===== config.mk =====
export PLATFORM = sky130hd
export DESIGN_NAME = power_mode_ctl
export DESIGN_NICKNAME = d
export VERILOG_FILES = /design/src/rtl/power_ctl_pkg.sv /design/src/rtl/power_mode_ctl.sv /design/src/rtl/pb_clk_div.sv
export SDC_FILE = /design/constraint.sdc
export NUM_CORES = 1
export LEC_CHECK = 0
export BUFFER_PORTS_ARGS = -buffer_cell sky130_fd_sc_hd__buf_2
export CAP_MARGIN = 20
export CORE_ASPECT_RATIO = 1.25
export CORE_MARGIN = 2
export CORE_UTILIZATION = 50
export CTS_BUF_LIST = sky130_fd_sc_hd__clkbuf_8
export DETAILED_ROUTE_END_ITERATION = 8
export MAX_ROUTING_LAYER = met4
export PLACE_DENSITY = 0.76
export SYNTH_ARGS = -nofsm -noshare
export SYNTH_HDL_FRONTEND = slang
export SYNTH_HIERARCHICAL = 1
export SYNTH_SLANG_ARGS = --single-unit

===== constraint.sdc =====
create_clock -name sys_clk -period 4.8 [get_ports sys_clk]
set_input_delay 0.48 -clock sys_clk [delete_from_list [all_inputs] [get_ports sys_clk]]
set_output_delay 0.48 -clock sys_clk [all_outputs]
set_load 0.05 [all_outputs]

===== src/rtl/power_ctl_pkg.sv =====
package power_ctl_pkg;

  // register map, byte addresses on the APB
  localparam int          ADDR_W       = 8;
  localparam logic [7:0]  OFS_CTRL     = 8'h00;
  localparam logic [7:0]  OFS_STOP_IDLE = 8'h04;
  localparam logic [7:0]  OFS_STATUS   = 8'h08;

  // control register fields
  localparam int          CTRL_SLEEP   = 0;
  localparam int          CTRL_PBDIV   = 1;
  localparam int          CTRL_USBOVR  = 3;
  localparam int          CTRL_OSC     = 4;
  localparam logic [31:0] CTRL_RESET   = 32'h0000_0000;
  localparam logic [31:0] STOP_IDLE_RESET = 32'h0000_0000;

  // status register fields
  localparam int          STAT_MODE    = 0;
  localparam int          STAT_BUSY    = 2;
  localparam int          STAT_WDTWAKE = 3;

  // divider codes 0..3 give system to peripheral ratios 1:1, 1:2, 1:4, 1:8
  localparam int          PBDIV_W      = 2;
  localparam int          PBCNT_W      = 3;

  // start-up timing
  localparam int          CLK_NS        = 8;
  localparam int          FAST_RC_START_NS = 1000;
  localparam int          LOW_RC_START_NS  = 8;
  localparam int          POSC_START_NS = 20000;
  localparam int          PLL_LOCK_NS   = 30000;
  localparam int          CNT_W         = 13;
  localparam int          FAST_RC_START_CYC = (FAST_RC_START_NS + CLK_NS - 1) / CLK_NS;
  localparam int          LOW_RC_START_CYC  = (LOW_RC_START_NS + CLK_NS - 1) / CLK_NS;
  localparam int          POSC_START_CYC = (POSC_START_NS + CLK_NS - 1) / CLK_NS;
  localparam int          PLL_START_CYC  = (POSC_START_NS + PLL_LOCK_NS + CLK_NS - 1) / CLK_NS;

  typedef enum logic [1:0] {OSC_FAST_RC, OSC_LOW_RC, OSC_POSC, OSC_POSC_PLL} osc_sel_t;

  typedef enum logic [1:0] {ST_RUN, ST_IDLE, ST_SLEEP, ST_WAKE_WAIT} power_state_t;

  typedef struct packed {
    logic       irq_valid;
    logic [2:0] irq_prio;
    logic       irq_in_sleep;
    logic       watchdog_timeout;
  } wake_req_t;

  typedef struct packed {
    logic cpu_clk_en;
    logic sys_osc_en;
    logic pb_clk_run;
    logic fail_mon_en;
    logic brownout_en;
    logic sleep_domain_en;
    logic io_hold;
  } clk_ctl_t;

endpackage : power_ctl_pkg


===== src/rtl/power_mode_ctl.sv =====
// Behaviour
// - wait instruction with sleep select clear enters Idle
// - in Idle, only enabled interrupt above CPU priority resumes CPU
// - watchdog time-out or any reset also ends Idle
// - in Sleep, enabled sleep-capable interrupt above CPU priority wakes device
// - lower-or-equal priority sleep interrupt restarts peripheral clock, moves to Idle
// - any reset or watchdog time-out ends Sleep
// - Sleep halts CPU, system clock source and its peripherals
// - Idle halts only CPU clock; system source keeps running
// - peripherals with stop-in-idle set halt in Idle, others run
// - clock failure monitor off throughout Sleep
// - Sleep entry never clears watchdog; its count carries on
// - brown-out reset detector stays active in Sleep
// - pin change, watchdog, converter, serial, external or low-power-rc clocked blocks run in Sleep
// - Sleep wake may insert oscillator-dependent start-up delay
// - crystal/PLL source restart gets start-up and lock delay; Idle exit none
// - USB may keep primary or fast RC oscillator alive in Sleep
// - output pins keep driving their levels during Sleep
// - peripheral bus clock runs at programmable fraction of core clock
// - peripheral divider ratios one, two, four and eight
//
// The placing of the registers and the APB slave port were chosen for this implementation.
`timescale 1ns/100ps
module power_mode_ctl #(
  parameter int                                 NPERIPH        = 16,
  parameter logic [power_ctl_pkg::CNT_W-1:0]    FAST_RC_START_CYC =
    power_ctl_pkg::CNT_W'(power_ctl_pkg::FAST_RC_START_CYC),
  parameter logic [power_ctl_pkg::CNT_W-1:0]    LOW_RC_START_CYC  =
    power_ctl_pkg::CNT_W'(power_ctl_pkg::LOW_RC_START_CYC),
  parameter logic [power_ctl_pkg::CNT_W-1:0]    POSC_START_CYC =
    power_ctl_pkg::CNT_W'(power_ctl_pkg::POSC_START_CYC),
  parameter logic [power_ctl_pkg::CNT_W-1:0]    PLL_START_CYC  =
    power_ctl_pkg::CNT_W'(power_ctl_pkg::PLL_START_CYC)
) (
  // clock, reset, enable
  input  wire logic                              sys_clk,
  input  wire logic                              rst_n,
  input  wire logic                              ce,
  // apb slave
  input  wire logic                              psel,
  input  wire logic                              penable,
  input  wire logic                              pwrite,
  input  wire logic [power_ctl_pkg::ADDR_W-1:0]  paddr,
  input  wire logic [31:0]                       pwdata,
  output logic      [31:0]                       prdata,
  output logic                                   pready,
  output logic                                   pslverr,
  // cpu and interrupt controller
  input  wire logic                              wait_exec,
  input  wire logic [2:0]                        cpu_prio,
  input  wire power_ctl_pkg::wake_req_t          wake_req,
  // usb oscillator hold request
  input  wire logic                              usb_keep_osc,
  // clock and peripheral controls
  output power_ctl_pkg::clk_ctl_t                clk_ctl,
  output logic                                   pb_clk_tick,
  output logic      [NPERIPH-1:0]                periph_halt,
  output logic                                   cpu_release
);

  localparam int CW = power_ctl_pkg::CNT_W;

  // software state
  logic                                 sleep_select_bit;
  logic [power_ctl_pkg::PBDIV_W-1:0]    pb_div;
  logic                                 usb_ovr_en;
  power_ctl_pkg::osc_sel_t              osc_sel;
  logic [NPERIPH-1:0]                   stop_in_idle_bit;
  logic                                 next_sleep_select_bit;
  logic [power_ctl_pkg::PBDIV_W-1:0]    next_pb_div;
  logic                                 next_usb_ovr_en;
  power_ctl_pkg::osc_sel_t              next_osc_sel;
  logic [NPERIPH-1:0]                   next_stop_in_idle_bit;

  // bus answer state
  logic [31:0]                          next_prdata;
  logic                                 next_pready;
  logic                                 next_pslverr;

  // mode state
  power_ctl_pkg::power_state_t          state;
  power_ctl_pkg::power_state_t          next_state;
  logic [CW-1:0]                        wait_cnt;
  logic [CW-1:0]                        next_wait_cnt;
  logic                                 wake_to_run;
  logic                                 next_wake_to_run;
  logic                                 watchdog_wake;
  logic                                 next_watchdog_wake;
  power_ctl_pkg::clk_ctl_t              next_clk_ctl;
  logic [NPERIPH-1:0]                   next_periph_halt;
  logic                                 next_cpu_release;

  logic                                 prio_ok;
  logic                                 osc_kept;
  logic                                 bus_write;
  logic [31:0]                          ctrl_view;
  logic [31:0]                          status_view;

  function automatic logic [CW-1:0] startup_cycles(input power_ctl_pkg::osc_sel_t sel,
                                                   input logic kept);
    logic [CW-1:0] cyc;
    cyc = '0;
    if (!kept) begin
      case (sel)
        power_ctl_pkg::OSC_FAST_RC:  cyc = FAST_RC_START_CYC;
        power_ctl_pkg::OSC_LOW_RC:   cyc = LOW_RC_START_CYC;
        power_ctl_pkg::OSC_POSC:     cyc = POSC_START_CYC;
        default:                     cyc = PLL_START_CYC;
      endcase
    end
    return cyc;
  endfunction : startup_cycles

  // a request must strictly outrank the running code to wake it
  assign prio_ok   = wake_req.irq_valid && (wake_req.irq_prio > cpu_prio);

  // usb can only hold the primary or fast rc source, never the low-power rc
  assign osc_kept  = usb_ovr_en && usb_keep_osc && (osc_sel != power_ctl_pkg::OSC_LOW_RC);

  assign bus_write = psel && penable && pready && pwrite && !pslverr;

  always_comb begin
    ctrl_view                                                   = '0;
    ctrl_view[power_ctl_pkg::CTRL_SLEEP]                        = sleep_select_bit;
    ctrl_view[power_ctl_pkg::CTRL_PBDIV +: power_ctl_pkg::PBDIV_W] = pb_div;
    ctrl_view[power_ctl_pkg::CTRL_USBOVR]                       = usb_ovr_en;
    ctrl_view[power_ctl_pkg::CTRL_OSC +: 2]                     = osc_sel;
    status_view                                                 = '0;
    status_view[power_ctl_pkg::STAT_MODE +: 2]                  = state;
    status_view[power_ctl_pkg::STAT_BUSY]                       = (state == power_ctl_pkg::ST_WAKE_WAIT);
    status_view[power_ctl_pkg::STAT_WDTWAKE]                    = watchdog_wake;
  end

  // apb: data is registered in the setup cycle, so every transfer has one access cycle
  always_comb begin
    next_pready  = psel && !penable && !pready;
    next_prdata  = prdata;
    next_pslverr = 1'b0;
    if (psel && !penable) begin
      if (paddr == power_ctl_pkg::OFS_CTRL) begin
        next_prdata = ctrl_view;
      end else if (paddr == power_ctl_pkg::OFS_STOP_IDLE) begin
        next_prdata = 32'(stop_in_idle_bit);
      end else if (paddr == power_ctl_pkg::OFS_STATUS) begin
        next_prdata = status_view;
      end else begin
        next_prdata  = '0;
        next_pslverr = 1'b1;
      end
    end else if (pready) begin
      next_prdata = '0;
    end
  end

  always_comb begin
    next_sleep_select_bit = sleep_select_bit;
    next_pb_div           = pb_div;
    next_usb_ovr_en       = usb_ovr_en;
    next_osc_sel          = osc_sel;
    next_stop_in_idle_bit = stop_in_idle_bit;
    if (bus_write) begin
      if (paddr == power_ctl_pkg::OFS_CTRL) begin
        next_sleep_select_bit = pwdata[power_ctl_pkg::CTRL_SLEEP];
        next_pb_div           = pwdata[power_ctl_pkg::CTRL_PBDIV +: power_ctl_pkg::PBDIV_W];
        next_usb_ovr_en       = pwdata[power_ctl_pkg::CTRL_USBOVR];
        next_osc_sel          = power_ctl_pkg::osc_sel_t'(pwdata[power_ctl_pkg::CTRL_OSC +: 2]);
      end else if (paddr == power_ctl_pkg::OFS_STOP_IDLE) begin
        next_stop_in_idle_bit = pwdata[NPERIPH-1:0];
      end
    end
  end

  always_ff @(posedge sys_clk or negedge rst_n) begin
    if (!rst_n) begin
      prdata           <= '0;
      pready           <= 1'b0;
      pslverr          <= 1'b0;
      sleep_select_bit <= power_ctl_pkg::CTRL_RESET[power_ctl_pkg::CTRL_SLEEP];
      pb_div           <= power_ctl_pkg::CTRL_RESET[power_ctl_pkg::CTRL_PBDIV +: power_ctl_pkg::PBDIV_W];
      usb_ovr_en       <= power_ctl_pkg::CTRL_RESET[power_ctl_pkg::CTRL_USBOVR];
      osc_sel          <= power_ctl_pkg::osc_sel_t'(power_ctl_pkg::CTRL_RESET[power_ctl_pkg::CTRL_OSC +: 2]);
      stop_in_idle_bit <= power_ctl_pkg::STOP_IDLE_RESET[NPERIPH-1:0];
    end else if (ce) begin
      prdata           <= next_prdata;
      pready           <= next_pready;
      pslverr          <= next_pslverr;
      sleep_select_bit <= next_sleep_select_bit;
      pb_div           <= next_pb_div;
      usb_ovr_en       <= next_usb_ovr_en;
      osc_sel          <= next_osc_sel;
      stop_in_idle_bit <= next_stop_in_idle_bit;
    end
  end

  // mode sequencing; any reset returns straight to run
  always_comb begin
    next_state       = state;
    next_wait_cnt    = wait_cnt;
    next_wake_to_run = wake_to_run;
    next_watchdog_wake = watchdog_wake;
    next_cpu_release = 1'b0;
    case (state)
      power_ctl_pkg::ST_RUN: begin
        if (wait_exec) begin
          if (sleep_select_bit) begin
            next_state = power_ctl_pkg::ST_SLEEP;
          end else begin
            next_state = power_ctl_pkg::ST_IDLE;
          end
        end
      end
      power_ctl_pkg::ST_IDLE: begin
        // the source never stopped, so leaving idle costs no start-up time
        if (wake_req.watchdog_timeout || prio_ok) begin
          next_state         = power_ctl_pkg::ST_RUN;
          next_cpu_release   = 1'b1;
          next_watchdog_wake = wake_req.watchdog_timeout;
        end
      end
      power_ctl_pkg::ST_SLEEP: begin
        if (wake_req.watchdog_timeout || (wake_req.irq_valid && wake_req.irq_in_sleep)) begin
          next_wake_to_run   = wake_req.watchdog_timeout || prio_ok;
          next_watchdog_wake = wake_req.watchdog_timeout;
          next_wait_cnt    = startup_cycles(osc_sel, osc_kept);
          if (startup_cycles(osc_sel, osc_kept) == '0) begin
            next_state       = next_wake_to_run ? power_ctl_pkg::ST_RUN : power_ctl_pkg::ST_IDLE;
            next_cpu_release = next_wake_to_run;
          end else begin
            next_state = power_ctl_pkg::ST_WAKE_WAIT;
          end
        end
      end
      default: begin
        // cpu stays gated until the oscillator has settled
        if (wait_cnt <= CW'(1)) begin
          next_wait_cnt    = '0;
          next_state       = wake_to_run ? power_ctl_pkg::ST_RUN : power_ctl_pkg::ST_IDLE;
          next_cpu_release = wake_to_run;
        end else begin
          next_wait_cnt = wait_cnt - CW'(1);
        end
      end
    endcase
  end

  // outputs follow the next mode so they change on the same edge as the state
  always_comb begin
    next_clk_ctl                 = '0;
    next_clk_ctl.cpu_clk_en      = (next_state == power_ctl_pkg::ST_RUN);
    next_clk_ctl.sys_osc_en      = (next_state != power_ctl_pkg::ST_SLEEP) || osc_kept;
    next_clk_ctl.pb_clk_run      = (next_state == power_ctl_pkg::ST_RUN) ||
                                   (next_state == power_ctl_pkg::ST_IDLE);
    next_clk_ctl.fail_mon_en     = (next_state == power_ctl_pkg::ST_RUN) ||
                                   (next_state == power_ctl_pkg::ST_IDLE);
    next_clk_ctl.brownout_en     = 1'b1;
    // watchdog and sleep-capable blocks are never stopped or cleared here
    next_clk_ctl.sleep_domain_en = 1'b1;
    next_clk_ctl.io_hold         = (next_state == power_ctl_pkg::ST_SLEEP) ||
                                   (next_state == power_ctl_pkg::ST_WAKE_WAIT);
  end

  always_comb begin
    case (next_state)
      power_ctl_pkg::ST_RUN:  next_periph_halt = '0;
      power_ctl_pkg::ST_IDLE: next_periph_halt = stop_in_idle_bit;
      default:                next_periph_halt = '1;
    endcase
  end

  always_ff @(posedge sys_clk or negedge rst_n) begin
    if (!rst_n) begin
      state                   <= power_ctl_pkg::ST_RUN;
      wait_cnt                <= '0;
      wake_to_run             <= 1'b0;
      watchdog_wake           <= 1'b0;
      cpu_release             <= 1'b0;
      clk_ctl                 <= '0;
      clk_ctl.cpu_clk_en      <= 1'b1;
      clk_ctl.sys_osc_en      <= 1'b1;
      clk_ctl.pb_clk_run      <= 1'b1;
      clk_ctl.fail_mon_en     <= 1'b1;
      clk_ctl.brownout_en     <= 1'b1;
      clk_ctl.sleep_domain_en <= 1'b1;
      periph_halt             <= '0;
    end else if (ce) begin
      state                   <= next_state;
      wait_cnt                <= next_wait_cnt;
      wake_to_run             <= next_wake_to_run;
      watchdog_wake           <= next_watchdog_wake;
      cpu_release             <= next_cpu_release;
      clk_ctl                 <= next_clk_ctl;
      periph_halt             <= next_periph_halt;
    end
  end

  // divider runs whenever the peripheral bus is clocked
  pb_clk_div #(
    .DIV_W (power_ctl_pkg::PBDIV_W),
    .CNT_W (power_ctl_pkg::PBCNT_W)
  ) u_pb_clk_div (
    .sys_clk (sys_clk),
    .rst_n   (rst_n),
    .ce      (ce),
    .run     (clk_ctl.pb_clk_run),
    .ratio   (pb_div),
    .tick    (pb_clk_tick)
  );

endmodule : power_mode_ctl


===== src/rtl/pb_clk_div.sv =====
`timescale 1ns/100ps
module pb_clk_div #(
  parameter int DIV_W = power_ctl_pkg::PBDIV_W,
  parameter int CNT_W = power_ctl_pkg::PBCNT_W
) (
  // clock and reset
  input  wire logic             sys_clk,
  input  wire logic             rst_n,
  input  wire logic             ce,
  // control
  input  wire logic             run,
  input  wire logic [DIV_W-1:0] ratio,
  // peripheral clock enable
  output logic                  tick
);

  logic [CNT_W-1:0] cnt;
  logic [CNT_W-1:0] next_cnt;
  logic [CNT_W-1:0] mask;
  logic             next_tick;

  always_comb begin
    mask      = CNT_W'((1 << ratio) - 1);
    next_tick = 1'b0;
    next_cnt  = '0;
    if (run) begin
      // a ratio change mid-count keeps the count; a count at or past the new limit ticks at once and restarts from zero
      if (cnt >= mask) begin
        next_tick = 1'b1;
        next_cnt  = '0;
      end else begin
        next_cnt = cnt + CNT_W'(1);
      end
    end
  end

  always_ff @(posedge sys_clk or negedge rst_n) begin
    if (!rst_n) begin
      cnt  <= '0;
      tick <= 1'b0;
    end else if (ce) begin
      cnt  <= next_cnt;
      tick <= next_tick;
    end
  end

endmodule : pb_clk_div


==> impl_metrics.py, run 1 <==
metrics = {
    "routing": {
        "drt-vias-per-instance": 5.64,
        "wl_per_cell_um": 16.1,
        "drt-initial-drc-count": 211,
        "dr.pass1.iters": 4,
        "routed_wl_mm": 10.1,
        "vias": 3545,
        "antenna_left": 0,
        "drc": 0,
    },
    "critical_path": {
        "path_cells": "or4b_2, or4_4, nor2b_4, a22oi_4, o311ai_0",
        "required_ns": 5.01,
        "timing.critical_path.from": "state[0]",
        "crit_fanout": 16,
        "path_delay_family": "simple AND/OR/NAND/NOR gates",
        "worst_r2r_startpoint": "state[0]",
        "startpoint_type": "register",
        "cpPeakStageDelay_ns": 0.64,
        "worst-path-buf-inv": 0,
        "cp-end-kind": "register",
        "crit_arrival_ns": 2.96,
        "critPathSlowestCell": "dfrtp_1",
        "critPathKind": "reg2reg",
    },
    "sta": {
        "fmax_mhz": 363,
        "tightest_slew_ns": 0.950,
        "slew_violations": 0,
        "post-route-period-util": 0.573,
        "rsz0062_at_grt": "no",
        "setup_tns_ns": 0,
        "slew_headroom": 0.366,
        "finalClockSkew_ns": 0.0108,
        "timing.final.crit_period_ns": 2.75,
        "hold_viol_final": 0,
        "setup_viol": 0,
    },
    "floorplan": {
        "fp.dieW_um": 87.7,
        "dieArea_um2": 9530,
        "start_util": 0.509,
        "core-area_um2": 8610,
        "fp.dieH_um": 109,
        "ios": 116,
        "core.rowCount": 38,
    },
    "cells_and_area": {
        "multiInputGateArea_um2": 2030,
        "layout_commonest_cell": "buf_2",
        "nets": 575,
        "regArea_um2": 2060,
        "n_antenna_cell": 0,
        "fin_area_um2": 5030,
        "final_util": 0.585,
        "final_cell_mix": "buf_2 (80), dfrtp_1 (79), nand2_1 (44), inv_1 (33), nor2_1 (28)",
        "final.fill_count": 731,
        "syn2layout_area_growth_pct": 15.0,
        "drive_gt1_frac": 0.281,
    },
    "synthesis": {
        "netlist-cell-type-count": 64,
        "yosysTopAreaCellShare": 0.451,
        "synth.area.top_cells": "dfrtp_1 (45%), mux2_2 (5.9%), ha_1 (4.3%), nand2_1 (3.8%), buf_4 (3.4%)",
        "synth_seq_cells": 82,
        "synth-compound-area-share": 0.187,
        "synth_adder_area_share": 0.0429,
        "synthFlopType": "dfrtp_1",
        "synth_top_family_by_area": "compound AO/OA/AOI/OAI gates",
        "synth-edff-count": 0,
        "synthCells": 431,
        "yosysSeqAreaShare": 0.469,
        "syn_avg_cell_area_um2": 10.2,
        "synthMuxAreaShare": 0.0717,
        "netlist_area_um2": 4380,
        "yosysTopAreaCell": "dfrtp_1",
        "synth-xor-area-share": 0,
        "ys_warn_count": 6,
        "synth-simple-area-share": 0.145,
        "postSynth.asyncResetShare": 1.00,
    },
    "clock_network": {
        "postCtsSetupBuffers": 0,
        "tritoncts": "done",
        "worstSkewPairLatency_ns": 0.37,
        "cts_max_path_buffers": 2,
        "cts_buffers": 9,
        "htreeDepth": 3,
        "root_buffer": "clkbuf_8",
        "clk_pin_slew_ns": 0.09,
        "clock-sinks": 82,
    },
    "status": {
        "status": "finished, final reports clean",
    },
    "placement": {
        "dp_hpwl_mm": 7.22,
        "dpl_cell_area_um2": 4770,
        "portBuffers": 81,
        "gp_congestion": 0.889,
    },
    "global_routing": {
        "grt_max_degree": 83,
        "track_usage": 0.230,
        "antenna_found_initial": 0,
        "grt_pass1_wl_mm": 16.6,
        "grt_overflow_total": 0,
        "grt_pass1_vias": 3431,
    },
    "power_and_ir_drop": {
        "leakagePower_nw": 2.47,
        "power.density_nw_per_um2": 414,
        "vdd_drop_max_v": 0.000370,
    },
    "hold_path": {
        "min-delay-start": "pwdata[8]",
        "hold_path.class": "in2reg",
    },
    "job": {
        "drv_cap": 0,
    },
}
what timing repair did:
action	4_1_cts	5_1_grt
hold endpoints to repair	0	8
hold buffers	0	1
resized for setup	0	0
synth_stat cells, drive strengths merged (3+ instances only):
library cell   n
dfrtp         79
nand2         45
inv           33
nor2          28
buf           26
mux2          24
a21oi         17
o221ai        17
o21ai         16
ha            15
a22o          13
clkbuf        13
nor2b          6
nor3           6
o22ai          6
o2bb2ai        6
a31oi          5
nor4           5
or3            5
and3           4
mux2i          4
nand2b         4
o311ai         4
or2            4
or4            4
a211oi         3
a21o           3
dfstp          3
o211ai         3
stage by stage:
| step | hold slack, ns | instances | total power, mW | setup WS [ns] |
|---|---|---|---|---|
| after global placement | 0.460 | 610 | 1.50 | 2.03 |
| after detailed placement | 0.468 | 610 | 1.52 | 1.96 |
| after floorplan | 0.184 | 447 | 1.36 | 2.55 |
| after global routing | 0.334 | 628 | 2.20 | 1.80 |
| final | 0.345 | 628 | 2.09 | 2.05 |
| after CTS | 0.331 | 626 | 2.08 | 2.06 |
logic make-up (layout without fill, tap and decap cells):
group	count (synthesis)	in the layout
other	2	18
adder cells (fa/ha/maj)	15	15
buffers and inverters	72	133
AND/OR/NAND/NOR	123	123
AO/OA/AOI/OAI	109	109
flip-flops	82	82
multiplexers	28	28
final timing paths:
path	endpoint	slack [ns]	depth (start not counted)
min in group asynchronous	wait_cnt[2]	0.49	2
max reg2reg	periph_halt[3]	2.05	5
min	stop_in_idle_bit[8]	0.34	2
max in group asynchronous	clk_ctl[5]	3.70	3
min reg2reg	prdata[4]	0.48	2
max	periph_halt[3]	2.05	5
sequential cells by signal, indices dropped and copies added, names as in the netlist:
name	flops
clk_ctl	4
cpu_release	1
osc_sel	2
pb_div	2
periph_halt	16
prdata	16
pready	1
pslverr	1
sleep_select_bit	1
state	2
stop_in_idle_bit	16
u_pb_clk_div/cnt	3
u_pb_clk_div/tick	1
usb_ovr_en	1
wait_cnt	13
wake_to_run	1
watchdog_wake	1
final cells by class:
| type | instances | share of cell area |
|---|---|---|
| flip-flops and latches | 82 | 0.408 |
| multi-input cells | 293 | 0.403 |
| repair buffers | 84 | 0.0900 |
| well taps | 120 | 0.0298 |
| clock buffers | 10 | 0.0273 |
| inverters | 33 | 0.0246 |
| clock inverters | 6 | 0.0174 |
per-layer routing:
metal / global-route usage / routed length [um] / vias up
li1: - / - / 1656
met4: 0.0692 / 236 / 0
met5: - / 0 / -
met2: 0.356 / 4950 / 148
met3: 0.0613 / 612 / 19
met1: 0.299 / 4320 / 1722
report_power, final:
group / switching (mW) / total, mW / internal, mW
registers: 0.0951 / 0.875 / 0.780
logic: 0.441 / 0.637 / 0.196
clock network: 0.264 / 0.572 / 0.308
total: 0.800 / 2.09 / 1.28
Note: power is estimated with default switching activity, not from simulation.
==> run 2: changes to the inputs <==
--- a/config.mk
+++ b/config.mk
@@ -5,6 +5,7 @@
 export SDC_FILE = /design/constraint.sdc
 export NUM_CORES = 1
 export LEC_CHECK = 0
+export ABC_AREA = 1
 export BUFFER_PORTS_ARGS = -buffer_cell sky130_fd_sc_hd__buf_2
 export CAP_MARGIN = 20
 export CORE_ASPECT_RATIO = 1.25
@@ -13,7 +14,7 @@
 export CTS_BUF_LIST = sky130_fd_sc_hd__clkbuf_8
 export DETAILED_ROUTE_END_ITERATION = 8
 export MAX_ROUTING_LAYER = met4
-export PLACE_DENSITY = 0.76
+export PLACE_DENSITY = 0.79
 export SYNTH_ARGS = -nofsm -noshare
 export SYNTH_HDL_FRONTEND = slang
 export SYNTH_HIERARCHICAL = 1
==> constraint.sdc (replaced) <==
create_clock -name sys_clk -period 2.3 [get_ports sys_clk]
set_input_delay 0.23 -clock sys_clk [delete_from_list [all_inputs] [get_ports sys_clk]]
set_output_delay 0.23 -clock sys_clk [all_outputs]
set_load 0.05 [all_outputs]
==> run 2 against run 1 <==
Effect of this change:
- via count increased by 5.1%
- global-route usage increased by 0.83 points
- register-to-register slack got worse by 1.8 ns
- cell area increased by 2.1%
- wire length increased by 5.4%
- sequential cell count unchanged
- largest cell class unchanged
- largest power group unchanged
- highest routed layer unchanged
==> impl_metrics.py, run 2 <==
metrics = {
    "power_and_ir_drop": {
        "leakagePower_nw": 2.82,
        "vdd_drop_max_v": 0.000701,
        "power.density_nw_per_um2": 918,
    },
    "cells_and_area": {
        "regArea_um2": 2060,
        "final_cell_mix": "nand2_1 (122), buf_2 (80), dfrtp_1 (79), inv_1 (58), nor2_1 (27)",
        "top_regs": "periph_halt: 16 flops, prdata: 16 flops, stop_in_idle_bit: 16 flops",
        "syn2layout_area_growth_pct": 13.9,
        "nets": 663,
        "drive_gt1_frac": 0.242,
        "layout_commonest_cell": "nand2_1",
        "n_antenna_cell": 0,
        "final.fill_count": 773,
        "multiInputGateArea_um2": 2050,
        "final_util": 0.588,
    },
    "job": {
        "drv_cap": 0,
    },
    "synthesis": {
        "syn_avg_cell_area_um2": 8.84,
        "synth.top_cells.by_count": "nand2_1 (122), dfrtp_1 (79), inv_1 (57)",
        "yosysTopAreaCell": "dfrtp_1",
        "yosysTopAreaCellShare": 0.438,
        "netlist_area_um2": 4520,
        "synth.area.top_cells": "dfrtp_1 (44%), nand2_1 (10%), inv_1 (4.7%), ha_1 (4.2%), mux2i_1 (3.5%)",
        "postSynth.asyncResetShare": 1.00,
        "synth.most_common_cell": "nand2_1",
        "ys_warn_count": 6,
        "synthFlopType": "dfrtp_1",
        "synthCells": 511,
        "netlist-cell-type-count": 45,
        "synth-edff-count": 0,
        "yosysSeqAreaShare": 0.455,
        "synth_seq_cells": 82,
    },
    "global_routing": {
        "grt_max_degree": 47,
        "grt_pass1_wl_mm": 17.4,
        "gr-usage-met2": 0.403,
        "track_usage": 0.239,
        "gr-usage-met3": 0.0469,
        "busiest_layer": "met2",
        "met1_usage": 0.282,
        "grt_pass1_vias": 3763,
        "grt_overflow_total": 0,
        "antenna_found_initial": 0,
    },
    "floorplan": {
        "ios": 116,
        "fp.dieW_um": 89,
        "fp.dieH_um": 110,
        "core.rowCount": 38,
        "start_util": 0.516,
        "dieArea_um2": 9810,
        "core-area_um2": 8750,
    },
    "critical_path": {
        "required_ns": 2.54,
        "cp_common_cell": "inv_1",
        "path_cells": "inv_1, ha_1, inv_1, nand3_4, inv_1, nor2_1, nor2_2, nand2_1, nand2_2, nand3_4, mux2i_1, o21ai_0",
        "crit_arrival_ns": 2.32,
        "critPathSlowestCell": "dfrtp_1",
        "startpoint_type": "register",
        "reg2reg_setup_slack_ns": 0.22,
        "cp-end-kind": "register",
        "crit_fanout": 19,
        "critPathKind": "reg2reg",
        "cpPeakStageDelay_ns": 0.42,
    },
    "routing": {
        "drt-vias-per-instance": 5.21,
        "dr.pass1.iters": 4,
        "drc": 0,
        "drt-initial-drc-count": 194,
        "routed_wl_mm": 10.7,
        "vias": 3727,
        "antenna_left": 0,
        "wl_per_cell_um": 14.9,
    },
    "sta": {
        "setup_tns_ns": 0,
        "slew_violations": 0,
        "fmax_mhz": 480,
        "setup_viol": 0,
        "timing.final.crit_period_ns": 2.08,
        "tightest_slew_ns": 1.12,
        "post-route-period-util": 0.905,
        "finalClockSkew_ns": 0.0127,
        "hold_viol_final": 0,
        "slew_headroom": 0.251,
        "rsz0062_at_grt": "no",
    },
    "hold_path": {
        "hold_path.class": "in2reg",
    },
    "clock_network": {
        "clk_pin_slew_ns": 0.09,
        "root_buffer": "clkbuf_8",
        "htreeDepth": 3,
        "cts_buffers": 9,
        "cts_max_path_buffers": 2,
        "worstSkewPairLatency_ns": 0.37,
        "clock-sinks": 82,
        "tritoncts": "done",
    },
    "placement": {
        "portBuffers": 81,
        "gp_congestion": 0.919,
        "dp_hpwl_mm": 7.92,
    },
    "status": {
        "status": "finished, final reports clean",
    },
}
[run 2: cell types whose count changed after synthesis, sizes merged, moves of 6 or more]
cell,delta
a22o,-11
a32o,+10
clkbuf,-10
inv,+28
mux2,-13
mux2i,+12
nand2,+86
nand3,+18
nand4,+6
nor2b,-6
o21ai,+13
o221ai,-17
o2bb2ai,-6
[run 2: cell families (layout without fill, tap and decap cells)]
logic type	Yosys count	in the layout	share of synthesized area
AOI/OAI and AO/OA	85	85	0.118
xor gates and xnor gates	3	3	0.00582
adders and majority gates	15	15	0.0416
buffers and inverters	97	166	0.105
DFF	82	82	0.455
muxes	27	27	0.0695
other	2	18	0.00166
and+or+nand+nor	200	200	0.203
[run 2: metrics by stage]
stage	setup slack [ns]	instance area [um^2]	hold slack (ns)	instances	power (mW)
after CTS	0.119	5130	0.0813	716	4.74
after detailed placement	0.127	4950	0.237	699	3.78
final	0.219	5140	0.0879	716	4.72
after global routing	0.00640	5140	0.0722	716	4.99
after global placement	0.198	4950	0.225	699	3.71
after floorplan	0.505	4580	-0.0656	527	3.34
[run 2: critical path, delay by kind of cell, from the launching register on]
kind	cells	cell delay, ns
flip-flops	1	0.42
multiplexers	1	0.19
AO/OA/AOI/OAI	1	0.12
AND/OR/NAND/NOR	6	0.70
buffers and inverters	3	0.34
adder cells (fa/ha/maj)	1	0.19
[run 2: area by class of cell]
type                    count  area share
clock buffers               9      0.0241
clock inverters             7      0.0102
inverters                  63      0.0465
multi-input cells         348       0.399
flip-flops and latches     82       0.400
well taps                 120      0.0292
repair buffers             87      0.0910
[run 2: worst paths after layout]
| kind | end | start | depth (start not counted) |
|---|---|---|---|
| worst max-delay path | periph_halt[5] | osc_sel[1] | 12 |
| worst min-delay path | stop_in_idle_bit[7] | pwdata[7] | 2 |
| worst max register to register | periph_halt[5] | osc_sel[1] | 12 |
| worst min register to register | clk_ctl[5] | clk_ctl[5] | 2 |
| max in group asynchronous | clk_ctl[3] | rst_n | 3 |
| min in group asynchronous | wait_cnt[3] | rst_n | 2 |
[run 2: layer usage]
metal	routed length, um	up-vias
li1	-	1806
met1	4410	1800
met2	5550	104
met3	498	17
met4	201	0
met5	0	-
[run 2: timing repair]
item,CTS,global route
resized for setup,0,2
hold buffers,1,0
setup buffers,0,0
endpoints found under the setup margin,0,20
hold endpoints to repair,34,0
[run 2: report_power, final]
| group | switching [mW] | internal, mW | total, mW | leakage, nW |
|---|---|---|---|---|
| combinational | 1.34 | 0.478 | 1.82 | 1.64 |
| sequential | 0.220 | 1.72 | 1.94 | 1.09 |
| clock | 0.561 | 0.401 | 0.963 | 0.0958 |
| total | 2.12 | 2.60 | 4.72 | 2.82 |
